--- config.mk ---
export PLATFORM = sky130hd
export DESIGN_NAME = spbc_ctrl
export DESIGN_NICKNAME = d
export VERILOG_FILES = /design/src/include/spbc_pkg.sv /design/src/verilog/spbc_ctrl.sv /design/src/verilog/spbc_ring.sv
export SDC_FILE = /design/constraint.sdc
export NUM_CORES = 1
export LEC_CHECK = 0
export BUFFER_PORTS_ARGS = -buffer_cell sky130_fd_sc_hd__buf_2
export CAP_MARGIN = 20
export CORE_MARGIN = 2
export CORE_UTILIZATION = 54
export CTS_CLUSTER_DIAMETER = 50
export CTS_CLUSTER_SIZE = 12
export DETAILED_ROUTE_END_ITERATION = 7
export PLACE_DENSITY = 0.75
export SETUP_SLACK_MARGIN = 0.2
export SKIP_LAST_GASP = 1
export SYNTH_ARGS = -nofsm -noshare
export SYNTH_HDL_FRONTEND = slang
export SYNTH_HIERARCHICAL = 1
export SYNTH_SLANG_ARGS = --single-unit
--- constraint.sdc ---
create_clock -name ref_clk -period 1.9 [get_ports ref_clk]
set_input_delay 0 -clock ref_clk [delete_from_list [all_inputs] [get_ports ref_clk]]
set_output_delay 0 -clock ref_clk [all_outputs]
set_load 0.05 [all_outputs]
--- src/include/spbc_pkg.sv ---
// spbc_pkg: constants, codes and carrier structs for the sync peripheral
// bus controller. assumes a single processor clock domain.
package spbc_pkg;

   // enable clock shape, in processor clocks
   localparam int ENA_PERIOD   = 10;    // whole enable period
   localparam int ENA_LOW_CLKS = 6;     // low phase length
   localparam int ENA_HIGH_CLKS = 4;    // high phase length

   // space code encodings
   localparam logic [2:0] SC_USER_DATA  = 3'h1;
   localparam logic [2:0] SC_USER_PROG  = 3'h2;
   localparam logic [2:0] SC_SUPV_DATA  = 3'h5;
   localparam logic [2:0] SC_SUPV_PROG  = 3'h6;
   localparam logic [2:0] SC_CPU_SPACE  = 3'h7;
   localparam logic [2:0] SC_IDLE       = 3'h0;

   // reset value of the bus width strap: 16-bit mode
   localparam logic BYTE_MODE_RST = 1'b0;

   // access kinds requested by the core
   typedef enum logic [1:0] {
      SPBC_ACC_DATA,
      SPBC_ACC_PROG,
      SPBC_ACC_IACK
   } spbc_acc_t;

   // one bus request from the core side
   typedef struct packed {
      logic      supervisor;   // privilege of the access
      spbc_acc_t kind;         // data, program or interrupt ack
   } spbc_req_t;

   // three-state control outputs with their enables
   typedef struct packed {
      logic       strobe_n;    // address strobe level
      logic       strobe_oe;   // address strobe enable
      logic [2:0] code;        // space code level
      logic       code_oe;     // space code enable
      logic       valid_n;     // sync address valid level
      logic       valid_oe;    // sync address valid enable
   } spbc_pins_t;

endpackage

--- src/verilog/spbc_ctrl.sv ---
// spbc_ctrl: processor-side control for slow synchronous peripherals.
// assumes the core presents one request at a time and holds it to ack.
//
// What this block does
// RULE1: enable clock period ten, six low four high
// RULE2: ring counter start phase is arbitrary
// RULE3: enable runs always, whatever the bus does
// RULE4: sync request makes transfer follow enable clock
// RULE5: sync request in interrupt ack means autovector
// RULE6: valid only after address and enable sync
// RULE7: valid only in sync peripheral cycles
// RULE8: space code encodes privilege and space type
// RULE9: space code held while strobe asserted
// RULE10: system keeps processor clock running always
// RULE11: low mode strap at reset selects byte bus
// RULE12: sync request in wait state converts cycle
// RULE13: halt stops after cycle, three-state lines stay driven
// RULE14: relinquish floats bus, enable and grant stay
// RULE15: valid negates when sync cycle ends
`timescale 1ns/1ps
module spbc_ctrl
   import spbc_pkg::*;
(
   // clock and reset
   input  wire logic                ref_clk,
   input  wire logic                arst_n,
   // core request side
   input  wire logic                core_req,      // level, held to done
   input  wire spbc_pkg::spbc_req_t core_info,     // access description
   output logic                     core_done_q,   // one-cycle pulse
   output logic                     core_fault_q,  // one cycle before done: fault
   output logic                     core_avec_q,   // one cycle before done: autovector
   // pins from outside, asynchronous
   input  wire logic                periph_sync_req_n,
   input  wire logic                xfer_ack_n,
   input  wire logic                bus_fault_n,
   input  wire logic                halt_req_n,
   input  wire logic                relinquish_n,   // bus granted away
   input  wire logic                mode_strap,
   // pins to outside
   output logic                     periph_ena_q,
   output logic                     addr_strobe_n_q,
   output logic                     addr_strobe_oe_q,
   output logic [2:0]               space_code_q,
   output logic                     space_code_oe_q,
   output logic                     sync_addr_valid_n_q,
   output logic                     sync_addr_valid_oe_q,
   output logic                     byte_mode_q,
   output logic                     halted_q
);

   ////////////////////////////////////////////////////////////////////////
   // enable generator, free running: nothing here may stall it
   logic ena;         // enable level
   logic ena_fall;    // enable about to fall
   logic ena_rise;    // enable about to rise

   spbc_ring u_ring (               // see RULE3
      .ref_clk    (ref_clk),
      .arst_n     (arst_n),
      .ena_q      (ena),
      .ena_fall_q (ena_fall),
      .ena_rise_q (ena_rise)
   );

   always_ff @(posedge ref_clk or negedge arst_n) begin
      if (!arst_n) begin
         periph_ena_q <= 1'b0;
      end else begin
         periph_ena_q <= ena;       // see RULE1
      end
   end

   ////////////////////////////////////////////////////////////////////////
   // two-flop synchronisers for every pin input
   localparam int NSYNC = 6;
   logic [NSYNC-1:0] pin_raw;       // raw pin levels
   logic [NSYNC-1:0] meta_q;        // first stage, read by stage two only
   logic [NSYNC-1:0] pin_q;         // settled levels

   assign pin_raw = {mode_strap, relinquish_n, halt_req_n,
                     bus_fault_n, xfer_ack_n, periph_sync_req_n};

   always_ff @(posedge ref_clk or negedge arst_n) begin
      if (!arst_n) begin
         meta_q <= {NSYNC{1'b1}};
         pin_q  <= {NSYNC{1'b1}};
      end else begin
         meta_q <= pin_raw;
         pin_q  <= meta_q;
      end
   end

   logic psync_s, ack_s, fault_s, halt_s, relq_s, mode_s;
   assign {mode_s, relq_s, halt_s, fault_s, ack_s, psync_s} =
          {pin_q[5], ~pin_q[4], ~pin_q[3], ~pin_q[2], ~pin_q[1], ~pin_q[0]};

   ////////////////////////////////////////////////////////////////////////
   // bus width strap, taken once the synchroniser holds a post-reset
   // sample; its flops are reset too, so earlier they show only 16-bit
   logic       strap_done_q;        // strap already taken
   logic [1:0] strap_wait_q;        // release age, one bit per sync stage

   always_ff @(posedge ref_clk or negedge arst_n) begin
      if (!arst_n) begin
         strap_done_q <= 1'b0;
         strap_wait_q <= 2'h0;
         byte_mode_q  <= BYTE_MODE_RST;
      end else begin
         strap_wait_q <= {strap_wait_q[0], 1'b1};
         // both stages now carry the pin as seen after release
         if (strap_wait_q[1] && !strap_done_q) begin
            strap_done_q <= 1'b1;
            byte_mode_q  <= ~mode_s;   // see RULE11
         end
      end
   end

   ////////////////////////////////////////////////////////////////////////
   // bus cycle sequencer
   typedef enum logic [2:0] {
      ST_IDLE,      // no cycle
      ST_ADDR,      // code and address out
      ST_WAIT,      // waiting for ack, fault or sync request
      ST_SYNC,      // wait for enable about to rise, then drive valid
      ST_PHIGH,     // valid out, wait through enable high phase
      ST_END,       // strobes negate
      ST_HALT       // stopped between cycles
   } spbc_state_t;

   spbc_state_t state_q;
   logic        avec_q;             // this sync cycle is an autovector
   logic [2:0]  code_q;             // space code held for the cycle

   // space code from privilege and access kind
   function automatic logic [2:0] code_of(input spbc_req_t r);
      unique case (r.kind)
         SPBC_ACC_IACK: code_of = SC_CPU_SPACE;
         SPBC_ACC_PROG: code_of = r.supervisor ? SC_SUPV_PROG : SC_USER_PROG;
         default:       code_of = r.supervisor ? SC_SUPV_DATA : SC_USER_DATA;
      endcase
   endfunction

   always_ff @(posedge ref_clk or negedge arst_n) begin
      if (!arst_n) begin
         state_q      <= ST_IDLE;
         avec_q       <= 1'b0;
         code_q       <= SC_IDLE;
         core_done_q  <= 1'b0;
         core_fault_q <= 1'b0;
         core_avec_q  <= 1'b0;
      end else begin
         core_done_q  <= 1'b0;
         core_fault_q <= 1'b0;
         core_avec_q  <= 1'b0;
         unique case (state_q)
            ST_IDLE: begin
               if (halt_s) begin
                  state_q <= ST_HALT;                       // see RULE13
               end else if (core_req && !relq_s && !core_done_q) begin
                  code_q  <= code_of(core_info);            // see RULE8
                  state_q <= ST_ADDR;
               end
            end
            ST_ADDR: state_q <= ST_WAIT;
            ST_WAIT: begin
               if (fault_s) begin
                  core_fault_q <= 1'b1;
                  state_q      <= ST_END;
               end else if (ack_s) begin
                  state_q <= ST_END;
               end else if (psync_s) begin                  // see RULE12
                  // interrupt ack with sync request: no vector read
                  avec_q  <= (code_q == SC_CPU_SPACE);      // see RULE5
                  state_q <= ST_SYNC;                       // see RULE4
               end
            end
            ST_SYNC: begin
               // wait for a rising edge so valid spans a full high phase
               if (ena_rise) begin
                  state_q <= ST_PHIGH;                      // see RULE6
               end
            end
            ST_PHIGH: begin
               if (ena_fall) begin
                  core_avec_q <= avec_q;
                  state_q     <= ST_END;                    // see RULE15
               end
            end
            ST_END: begin
               core_done_q <= 1'b1;
               avec_q      <= 1'b0;
               state_q     <= halt_s ? ST_HALT : ST_IDLE;   // see RULE13
            end
            ST_HALT: begin
               if (!halt_s) begin
                  state_q <= ST_IDLE;
               end
            end
            default: state_q <= ST_IDLE;
         endcase
      end
   end

   ////////////////////////////////////////////////////////////////////////
   // pin drive; strobe stands from ADDR to PHIGH, code from ADDR to END inclusive
   spbc_pins_t pins_d;              // next pin values
   logic       in_cycle;            // strobe asserted states

   always_comb begin
      in_cycle = (state_q == ST_WAIT) || (state_q == ST_SYNC) ||
                 (state_q == ST_PHIGH) || (state_q == ST_ADDR);
      pins_d.strobe_n  = ~in_cycle;
      pins_d.code      = (in_cycle || state_q == ST_END) ? code_q : SC_IDLE;
      // valid only in the synchronised high phase                see RULE7
      pins_d.valid_n   = ~(state_q == ST_PHIGH);
      // relinquish floats the bus group; halt keeps controls driven
      pins_d.strobe_oe = ~relq_s;                            // see RULE14
      pins_d.code_oe   = ~relq_s;
      pins_d.valid_oe  = ~relq_s;
   end

   always_ff @(posedge ref_clk or negedge arst_n) begin
      if (!arst_n) begin
         addr_strobe_n_q      <= 1'b1;
         addr_strobe_oe_q     <= 1'b1;
         space_code_q         <= SC_IDLE;
         space_code_oe_q      <= 1'b1;
         sync_addr_valid_n_q  <= 1'b1;
         sync_addr_valid_oe_q <= 1'b1;
         halted_q             <= 1'b0;
      end else begin
         addr_strobe_n_q      <= pins_d.strobe_n;
         addr_strobe_oe_q     <= pins_d.strobe_oe;
         space_code_q         <= pins_d.code;               // see RULE9
         space_code_oe_q      <= pins_d.code_oe;
         sync_addr_valid_n_q  <= pins_d.valid_n;
         sync_addr_valid_oe_q <= pins_d.valid_oe;
         halted_q             <= (state_q == ST_HALT);      // see RULE13
      end
   end

endmodule

--- src/verilog/spbc_ring.sv ---
// spbc_ring: free-running ring counter that shapes the peripheral enable.
// assumes one processor clock that never stops.
`timescale 1ns/1ps
module spbc_ring #(
   parameter int PERIOD = spbc_pkg::ENA_PERIOD,
   parameter int LOW    = spbc_pkg::ENA_LOW_CLKS
) (
   // clock and reset
   input  wire logic ref_clk,
   input  wire logic arst_n,
   // enable outputs
   output logic      ena_q,         // peripheral enable level
   output logic      ena_fall_q,    // last high clock before falling
   output logic      ena_rise_q     // last low clock before rising
);
   import spbc_pkg::*;

   // elaboration check: each phase needs at least one slot of the ring
   if (LOW < 1 || LOW >= PERIOD) begin
      $error("spbc_ring: low phase must fit inside period");
   end

   ////////////////////////////////////////////////////////////////////////
   // one-hot ring; reset seeds one slot, no phase promise to the bus
   logic [PERIOD-1:0] ring_q;       // rotating single token

   always_ff @(posedge ref_clk or negedge arst_n) begin
      if (!arst_n) begin
         ring_q <= {{(PERIOD-1){1'b0}}, 1'b1};
      end else begin
         ring_q <= {ring_q[PERIOD-2:0], ring_q[PERIOD-1]}; // see RULE2
      end
   end

   // token in slots LOW..PERIOD-1 means high; registered outputs
   always_ff @(posedge ref_clk or negedge arst_n) begin
      if (!arst_n) begin
         ena_q      <= 1'b0;
         ena_fall_q <= 1'b0;
         ena_rise_q <= 1'b0;
      end else begin
         ena_q      <= |ring_q[PERIOD-2:LOW-1];       // see RULE1
         ena_rise_q <= ring_q[LOW-2 < 0 ? PERIOD-1 : LOW-2];
         ena_fall_q <= ring_q[PERIOD-2];
      end
   end

endmodule

==> impl_metrics.csv, run 1 <==
group,metric,value,unit
sta,setup_viol,0,
detailed_routing,route.detailed.drc,0,
final_layout,post-route-util,73.3,%
power,power.switching,1010,uW
final_layout,diodes,0,
final_layout,final_nets,177,
critical_path,cp.buffers_inverters,2,
yosys,synth.largest_area_cell,"dfrtp_1",
sta,finClkSkew,0.00511,ns
global_routing,grt_pass1_wl,4.22,mm
global_routing,grt_pass1_vias,940,
placed_design,dp.cells,165,
power,p_sw_share,34.6,%
run_status,status,"finished, final reports clean",
yosys,synth_area_leaders,"dfrtp_1, dfstp_2, nor2_1, a21oi_1, ha_1",
floorplan,rows,19,
critical_path,crit_path_end_kind,"register",
power,vdd.ir_drop.worst,0.00133,V
placed_design,dp_slack,0.106,ns
placed_design,place_hpwl,1.62,mm
power,clkPwrFrac,20.1,%
yosys,avgSynthCellArea,14.0,um^2
yosys,yosys.area.top_type_share,46.1,%
critical_path,cp.arrival,2.07,ns
clocking,clock-sinks,45,
sta,final-hold-violation-count,0,
sta,post-route-min-period,1.83,ns
global_routing,antenna_found_initial,0,
power,pwr_density_cell,1440,mW/mm^2
detailed_routing,vias,1008,
final_layout,area_growth,28.6,%
min_path,hold_class,"primary input to register",
yosys,ys_types,38,
clocking,worstSkewPairLatency,0.35,ns
sta,rsz0062_at_grt,"yes",
sta,final.setup.tns,0,ns
flow_run,cap_violations,0,
sta,fmax,0.547,GHz
detailed_routing,dr.pass1.iters,6,
global_routing,grt_overflow,0,
sta,slew_headroom,44.9,%
floorplan,die_area,0.00336,mm^2
final_layout,final_layout_size_suffix_gt1_share,42.7,%
power,p_comb_share,36.8,%
critical_path,worstPathRequired,2.14,ns
yosys,synthCells,112,
critical_path,crit_top_cell,"buf_4",
critical_path,crit_family,"compound AO/OA/AOI/OAI gates",
placed_design,routabilityCongestion,0.968,
yosys,synth.most_common_cell,"dfrtp_1",
global_routing,grt_max_degree,41,
yosys,yosys_warnings,6,
sta,setup_ws,0.0708,ns
critical_path,critical_path.max_fanout,10,
detailed_routing,drtIter0Drc,32,
yosys,synth_common_cells,"dfrtp_1, dfstp_2, nor2_1",
critical_path,crit_path_start_kind,"register",
yosys,synthesis.nets,126,
sta,layout_worst_path_cycle_share,96.3,%
detailed_routing,routed_wl,2.79,mm
critical_path,cpMaxStageDelayCell,"dfrtp_2",
clocking,cts_tree,"built",
sta,worst_pin_slew,0.826,ns
clocking,clkTransAtPathRegs,0.12,ns
clocking,clock_path_buffers,2,
floorplan,ios,26,
yosys,synth_area,0.00157,mm^2
yosys,synth_edf_count,0,
sta,finalMaxSlewViolations,0,
clocking,cts_root_buf,"clkbuf_4",
yosys,ys_seq_area_share,72.9,%
power,internal-power,1910,uW
yosys,synthArstFlopShare,100,%
critical_path,crit_path_cell_trace,"nor4bb_2, a311o_1, a211oi_2, buf_4, buf_4, a32o_1",
final_layout,final_cells,195,
final_layout,nFillCells,187,
placed_design,io_buffer_count,25,
floorplan,design.core.area,0.00276,mm^2
yosys,ys.flop_type,"dfrtp_1",
detailed_routing,avgViaCountPerCell,5.17,
floorplan,initial_core_util,57.0,%
floorplan,die_y,58.0,um
clocking,htree_levels,2,
critical_path,slowest_delay,0.50,ns
clocking,cts_inserted_buffers,5,
floorplan,die_w,58.0,um
global_routing,groute.usage.overall,17.9,%
detailed_routing,wire_per_inst,14.3,um
power,p_leak,0.000983,uW
detailed_routing,ant_nets,0,
critical_path,worstSetupPathType,"register to register",
yosys,ys_seq_elements,45,
power,seq_power_share,43.1,%
==> final timing paths <==
kind | end | cells after the start | slack, ns | start
max reg2reg | state_q[2] | 6 | 0.07 | state_q[2]
min reg2reg | pin_q[4] | 0 | 0.36 | meta_q[4]
min in group asynchronous | u_ring/ring_q[5] | 2 | 0.27 | arst_n
max | state_q[2] | 6 | 0.07 | state_q[2]
min | state_q[1] | 4 | 0.22 | core_req
max in group asynchronous | meta_q[2] | 3 | 0.93 | arst_n
==> state kept, by name, indices dropped and copies added, names as in the netlist <==
signal,cells
pin_q,6
core_avec_q,1
u_ring/ena_fall_q,1
byte_mode_q,1
state_q,3
sync_addr_valid_oe_q,1
avec_q,1
core_done_q,1
strap_wait_q,2
addr_strobe_n_q,1
strap_done_q,1
u_ring/ena_q,1
halted_q,1
space_code_q,3
core_fault_q,1
periph_ena_q,1
meta_q,6
code_q,3
u_ring/ring_q,9
sync_addr_valid_n_q,1
==> power by group through the flow <==
stage	clock (uW)	sequential, uW	combinational, uW
after floorplan	0	1480	448
after global placement	0	1280	805
after detailed placement	0	1290	820
after CTS	605	1280	875
after global routing	649	1280	1140
final	588	1260	1070
==> what timing repair did <==
| item | CTS | global route |
|---|---|---|
| hold buffers | 11 | 0 |
| gates resized for setup | 4 | 2 |
| buffers inserted | 2 | 9 |
| gates cloned | 0 | 0 |
| endpoints found under the setup margin | 7 | 7 |
| endpoints found under the hold margin | 38 | 0 |
| pin swaps | 1 | 3 |
==> per-stage QoR <==
stage / total power, uW / cell area, um^2 / hold slack [ns]
2_1_floorplan: 1920 / 1570 / -0.296
3_3_place_gp: 2080 / 1720 / 0.105
3_5_place_dp: 2110 / 1720 / 0.106
4_1_cts: 2760 / 1940 / 0.175
5_1_grt: 3070 / 2020 / 0.205
6_report: 2920 / 2020 / 0.222
==> placed cells by master, fill, tap and decap left out, types with 2 or more instances in the layout <==
cell	instances
a21o_1	2
a21oi_1	5
and2_1	3
buf_2	25
buf_4	13
clkbuf_4	5
dfrtp_1	26
dfrtp_2	3
dfstp_2	16
dlygate4sd3_1	11
ha_1	2
inv_1	6
maj3_1	2
nand2_1	3
nand3_1	2
nor2_1	8
nor3_1	2
o21ai_0	4
==> layer usage <==
metal	up-vias	track usage, %	wire length, um
met5	-	0	0
met1	501	21.1	1080
met3	2	5.36	170
li1	473	-	-
met4	0	11.0	21
met2	32	28.9	1520
==> tightest hold or removal path, cell delays in order <==
cell and delay [ns]:
buf_2 0.09, nand3b_1 0.15, a211oi_2 0.10, mux2_1 0.20
==> cells by family after synthesis <==
logic type	Yosys count	synth area share, %
compound gates	16	6.84
xor+xnor	2	1.11
fa+ha+maj	4	2.86
mux	2	1.35
flops	45	72.9
buf+inv	12	3.90
other cells	1	0.238
simple gates	30	10.8
==> area by class of cell <==
| class | instances | area (um^2) | area share [%] |
|---|---|---|---|
| tap | 31 | 38.8 | 1.92 |
| sequential | 45 | 1150 | 56.9 |
| timing repair buffer | 50 | 345 | 17.1 |
| inverter | 6 | 22.5 | 1.11 |
| clock buffer | 7 | 55.1 | 2.72 |
| multi-input combinational | 55 | 380 | 18.8 |
| clock inverter | 1 | 30.0 | 1.49 |
(Power assumes the default switching activity.)
==> run 2, diff against run 1 <==
- BUFFER_PORTS_ARGS: -buffer_cell sky130_fd_sc_hd__buf_2 -> -buffer_cell sky130_fd_sc_hd__buf_4
- SLEW_MARGIN: unset -> 10
==> run 2 against run 1 <==
Critical path depth shrank 2. Count of clock-buffer cells in the layout decreased by 1. Via count decreased by 1.9%. Global-route usage grew 0.23 points. Register-to-register slack improved by 0.06 ns. Highest routed layer unchanged.
==> impl_metrics.csv, run 2 (same netlist as run 1, synthesis figures left out) <==
group,metric,value,unit
power,vdd.ir_drop.worst,0.00142,V
power,p_leak,0.000966,uW
critical_path,critical_path.max_fanout,11,
final_layout,final_layout_size_suffix_gt1_share,43.1,%
detailed_routing,route.detailed.drc,0,
floorplan,ios,26,
clocking,clkTransAtPathRegs,0.12,ns
critical_path,worstPathRequired,2.17,ns
final_layout,area_growth,30.2,%
sta,final.setup.tns,0,ns
final_layout,design_area,0.00205,mm^2
clocking,worstSkewPairLatency,0.34,ns
detailed_routing,wl_met2,1.49,mm
critical_path,crit_path_end_kind,"register",
detailed_routing,vias,989,
detailed_routing,drtIter0Drc,38,
clocking,htree_levels,2,
detailed_routing,dr.pass1.iters,4,
sta,finalMaxSlewViolations,0,
floorplan,die_area,0.00336,mm^2
detailed_routing,drt-met1-wl,1.12,mm
critical_path,rr_worst_depth,4,
final_layout,largest_register_ffs,9,
final_layout,layout_common_cells,"buf_4, dfrtp_1, dfstp_2",
placed_design,dp_slack,0.134,ns
min_path,hold_class,"primary input to async pin",
clocking,cts_root_buf,"clkbuf_4",
placed_design,io_buffer_count,25,
final_layout,post-route-util,74.2,%
critical_path,r2r_end,"avec_q",
placed_design,place_hpwl,1.73,mm
clocking,clock_path_buffers,2,
global_routing,grt_pass1_wl,4.26,mm
clocking,cts_inserted_buffers,5,
floorplan,initial_core_util,57.0,%
placed_design,placed_area,0.00177,mm^2
run_status,status,"finished, final reports clean",
flow_run,cap_violations,0,
sta,fmax,0.564,GHz
detailed_routing,ant_nets,0,
detailed_routing,topRoutingLayerUsed,"met4",
sta,slew_headroom,64.2,%
global_routing,grt_overflow,0,
final_layout,nFillCells,181,
global_routing,grt_pass1_vias,920,
critical_path,crit_path_start_kind,"register",
sta,finClkSkew,0.0111,ns
sta,worst_pin_slew,0.537,ns
global_routing,antenna_found_initial,0,
power,pwr_density_cell,1410,mW/mm^2
floorplan,die_w,58.0,um
floorplan,rows,19,
sta,rsz0062_at_grt,"yes",
clocking,cts_tree,"built",
critical_path,worstSetupPathType,"register to register",
sta,setup_ws,0.127,ns
sta,layout_worst_path_cycle_share,93.3,%
detailed_routing,wire_per_inst,14.4,um
detailed_routing,wl_met3,131,um
sta,post-route-min-period,1.77,ns
sta,final-hold-violation-count,0,
global_routing,groute.usage.overall,18.1,%
floorplan,die_y,58.0,um
global_routing,grt_max_degree,46,
final_layout,mostFrequentLayoutCell,"buf_4",
critical_path,cp.arrival,2.04,ns
detailed_routing,avgViaCountPerCell,5.18,
power,power,2900,uW
sta,setup_viol,0,
floorplan,design.core.area,0.00276,mm^2
final_layout,diodes,0,
detailed_routing,routed_wl,2.76,mm
final_layout,final_nets,173,
clocking,clock-sinks,45,
critical_path,r2r_setup_slack,0.13,ns
final_layout,top_regs,"u_ring/ring_q x9, meta_q x6, pin_q x6",
critical_path,crit-reg2reg-launch,"state_q[2]",
placed_design,routabilityCongestion,0.959,
final_layout,largest-register,"u_ring/ring_q",
run 2: changes by cell type in the layout (fill, tap and decap cells not counted), sizes merged:
cell | before | now
buf | 38 | 35
dlygate4sd3 | 11 | 10
dlymetal6s2s | 1 | 0
clkinv | 0 | 1
run 2: layout make-up:
class | count | area [um^2] | share of cell area, %
repair buffers | 46 | 368 | 18.0
clock buffers | 6 | 41.3 | 2.02
well taps | 31 | 38.8 | 1.89
multi-input cells | 55 | 392 | 19.1
flip-flops and latches | 45 | 1150 | 56.2
inverters | 6 | 22.5 | 1.10
clock inverters | 2 | 35.0 | 1.71
run 2: how the worst max path moves through the flow:
stage / slack [ns] / to / from
floorplan: 0.22 / state_q[1] / pin_q[3]
global placement: 0.19 / avec_q / state_q[1]
detailed placement: 0.13 / avec_q / state_q[1]
CTS: 0.16 / state_q[1] / pin_q[3]
global route: 0.07 / avec_q / state_q[2]
finish: 0.13 / avec_q / state_q[2]
run 2: worst max-delay path: stages (launching register included):
cell and delay (ns):
dfrtp_2 0.51, or3b_1 0.42, or2_1 0.28, or3_1 0.35
a21oi_1 0.14
run 2: metal layers:
layer,GRT usage [%],vias to the layer above
met5,0,-
li1,-,467
met2,29.7,34
met1,21.1,486
met4,7.97,0
met3,7.37,2
run 2: metrics by stage:
| stage | instances | hold slack [ns] |
|---|---|---|
| finish | 191 | 0.162 |
| global route | 191 | 0.182 |
| CTS | 183 | 0.165 |
| detailed placement | 163 | 0.0151 |
| global placement | 163 | 0.00633 |
| floorplan | 112 | -0.296 |
run 2: report_power, final:
| group | internal (uW) | switching (uW) |
|---|---|---|
| logic | 470 | 603 |
| registers | 1140 | 133 |
| clock network | 276 | 272 |
run 2: repair_timing:
action | 4_1_cts | 5_1_grt
gates resized for setup | 2 | 6
hold endpoints to repair | 54 | 0
endpoints found under the setup margin | 4 | 7
pin swaps | 0 | 1
gates cloned | 0 | 0
buffers inserted | 2 | 8
hold buffers | 10 | 0
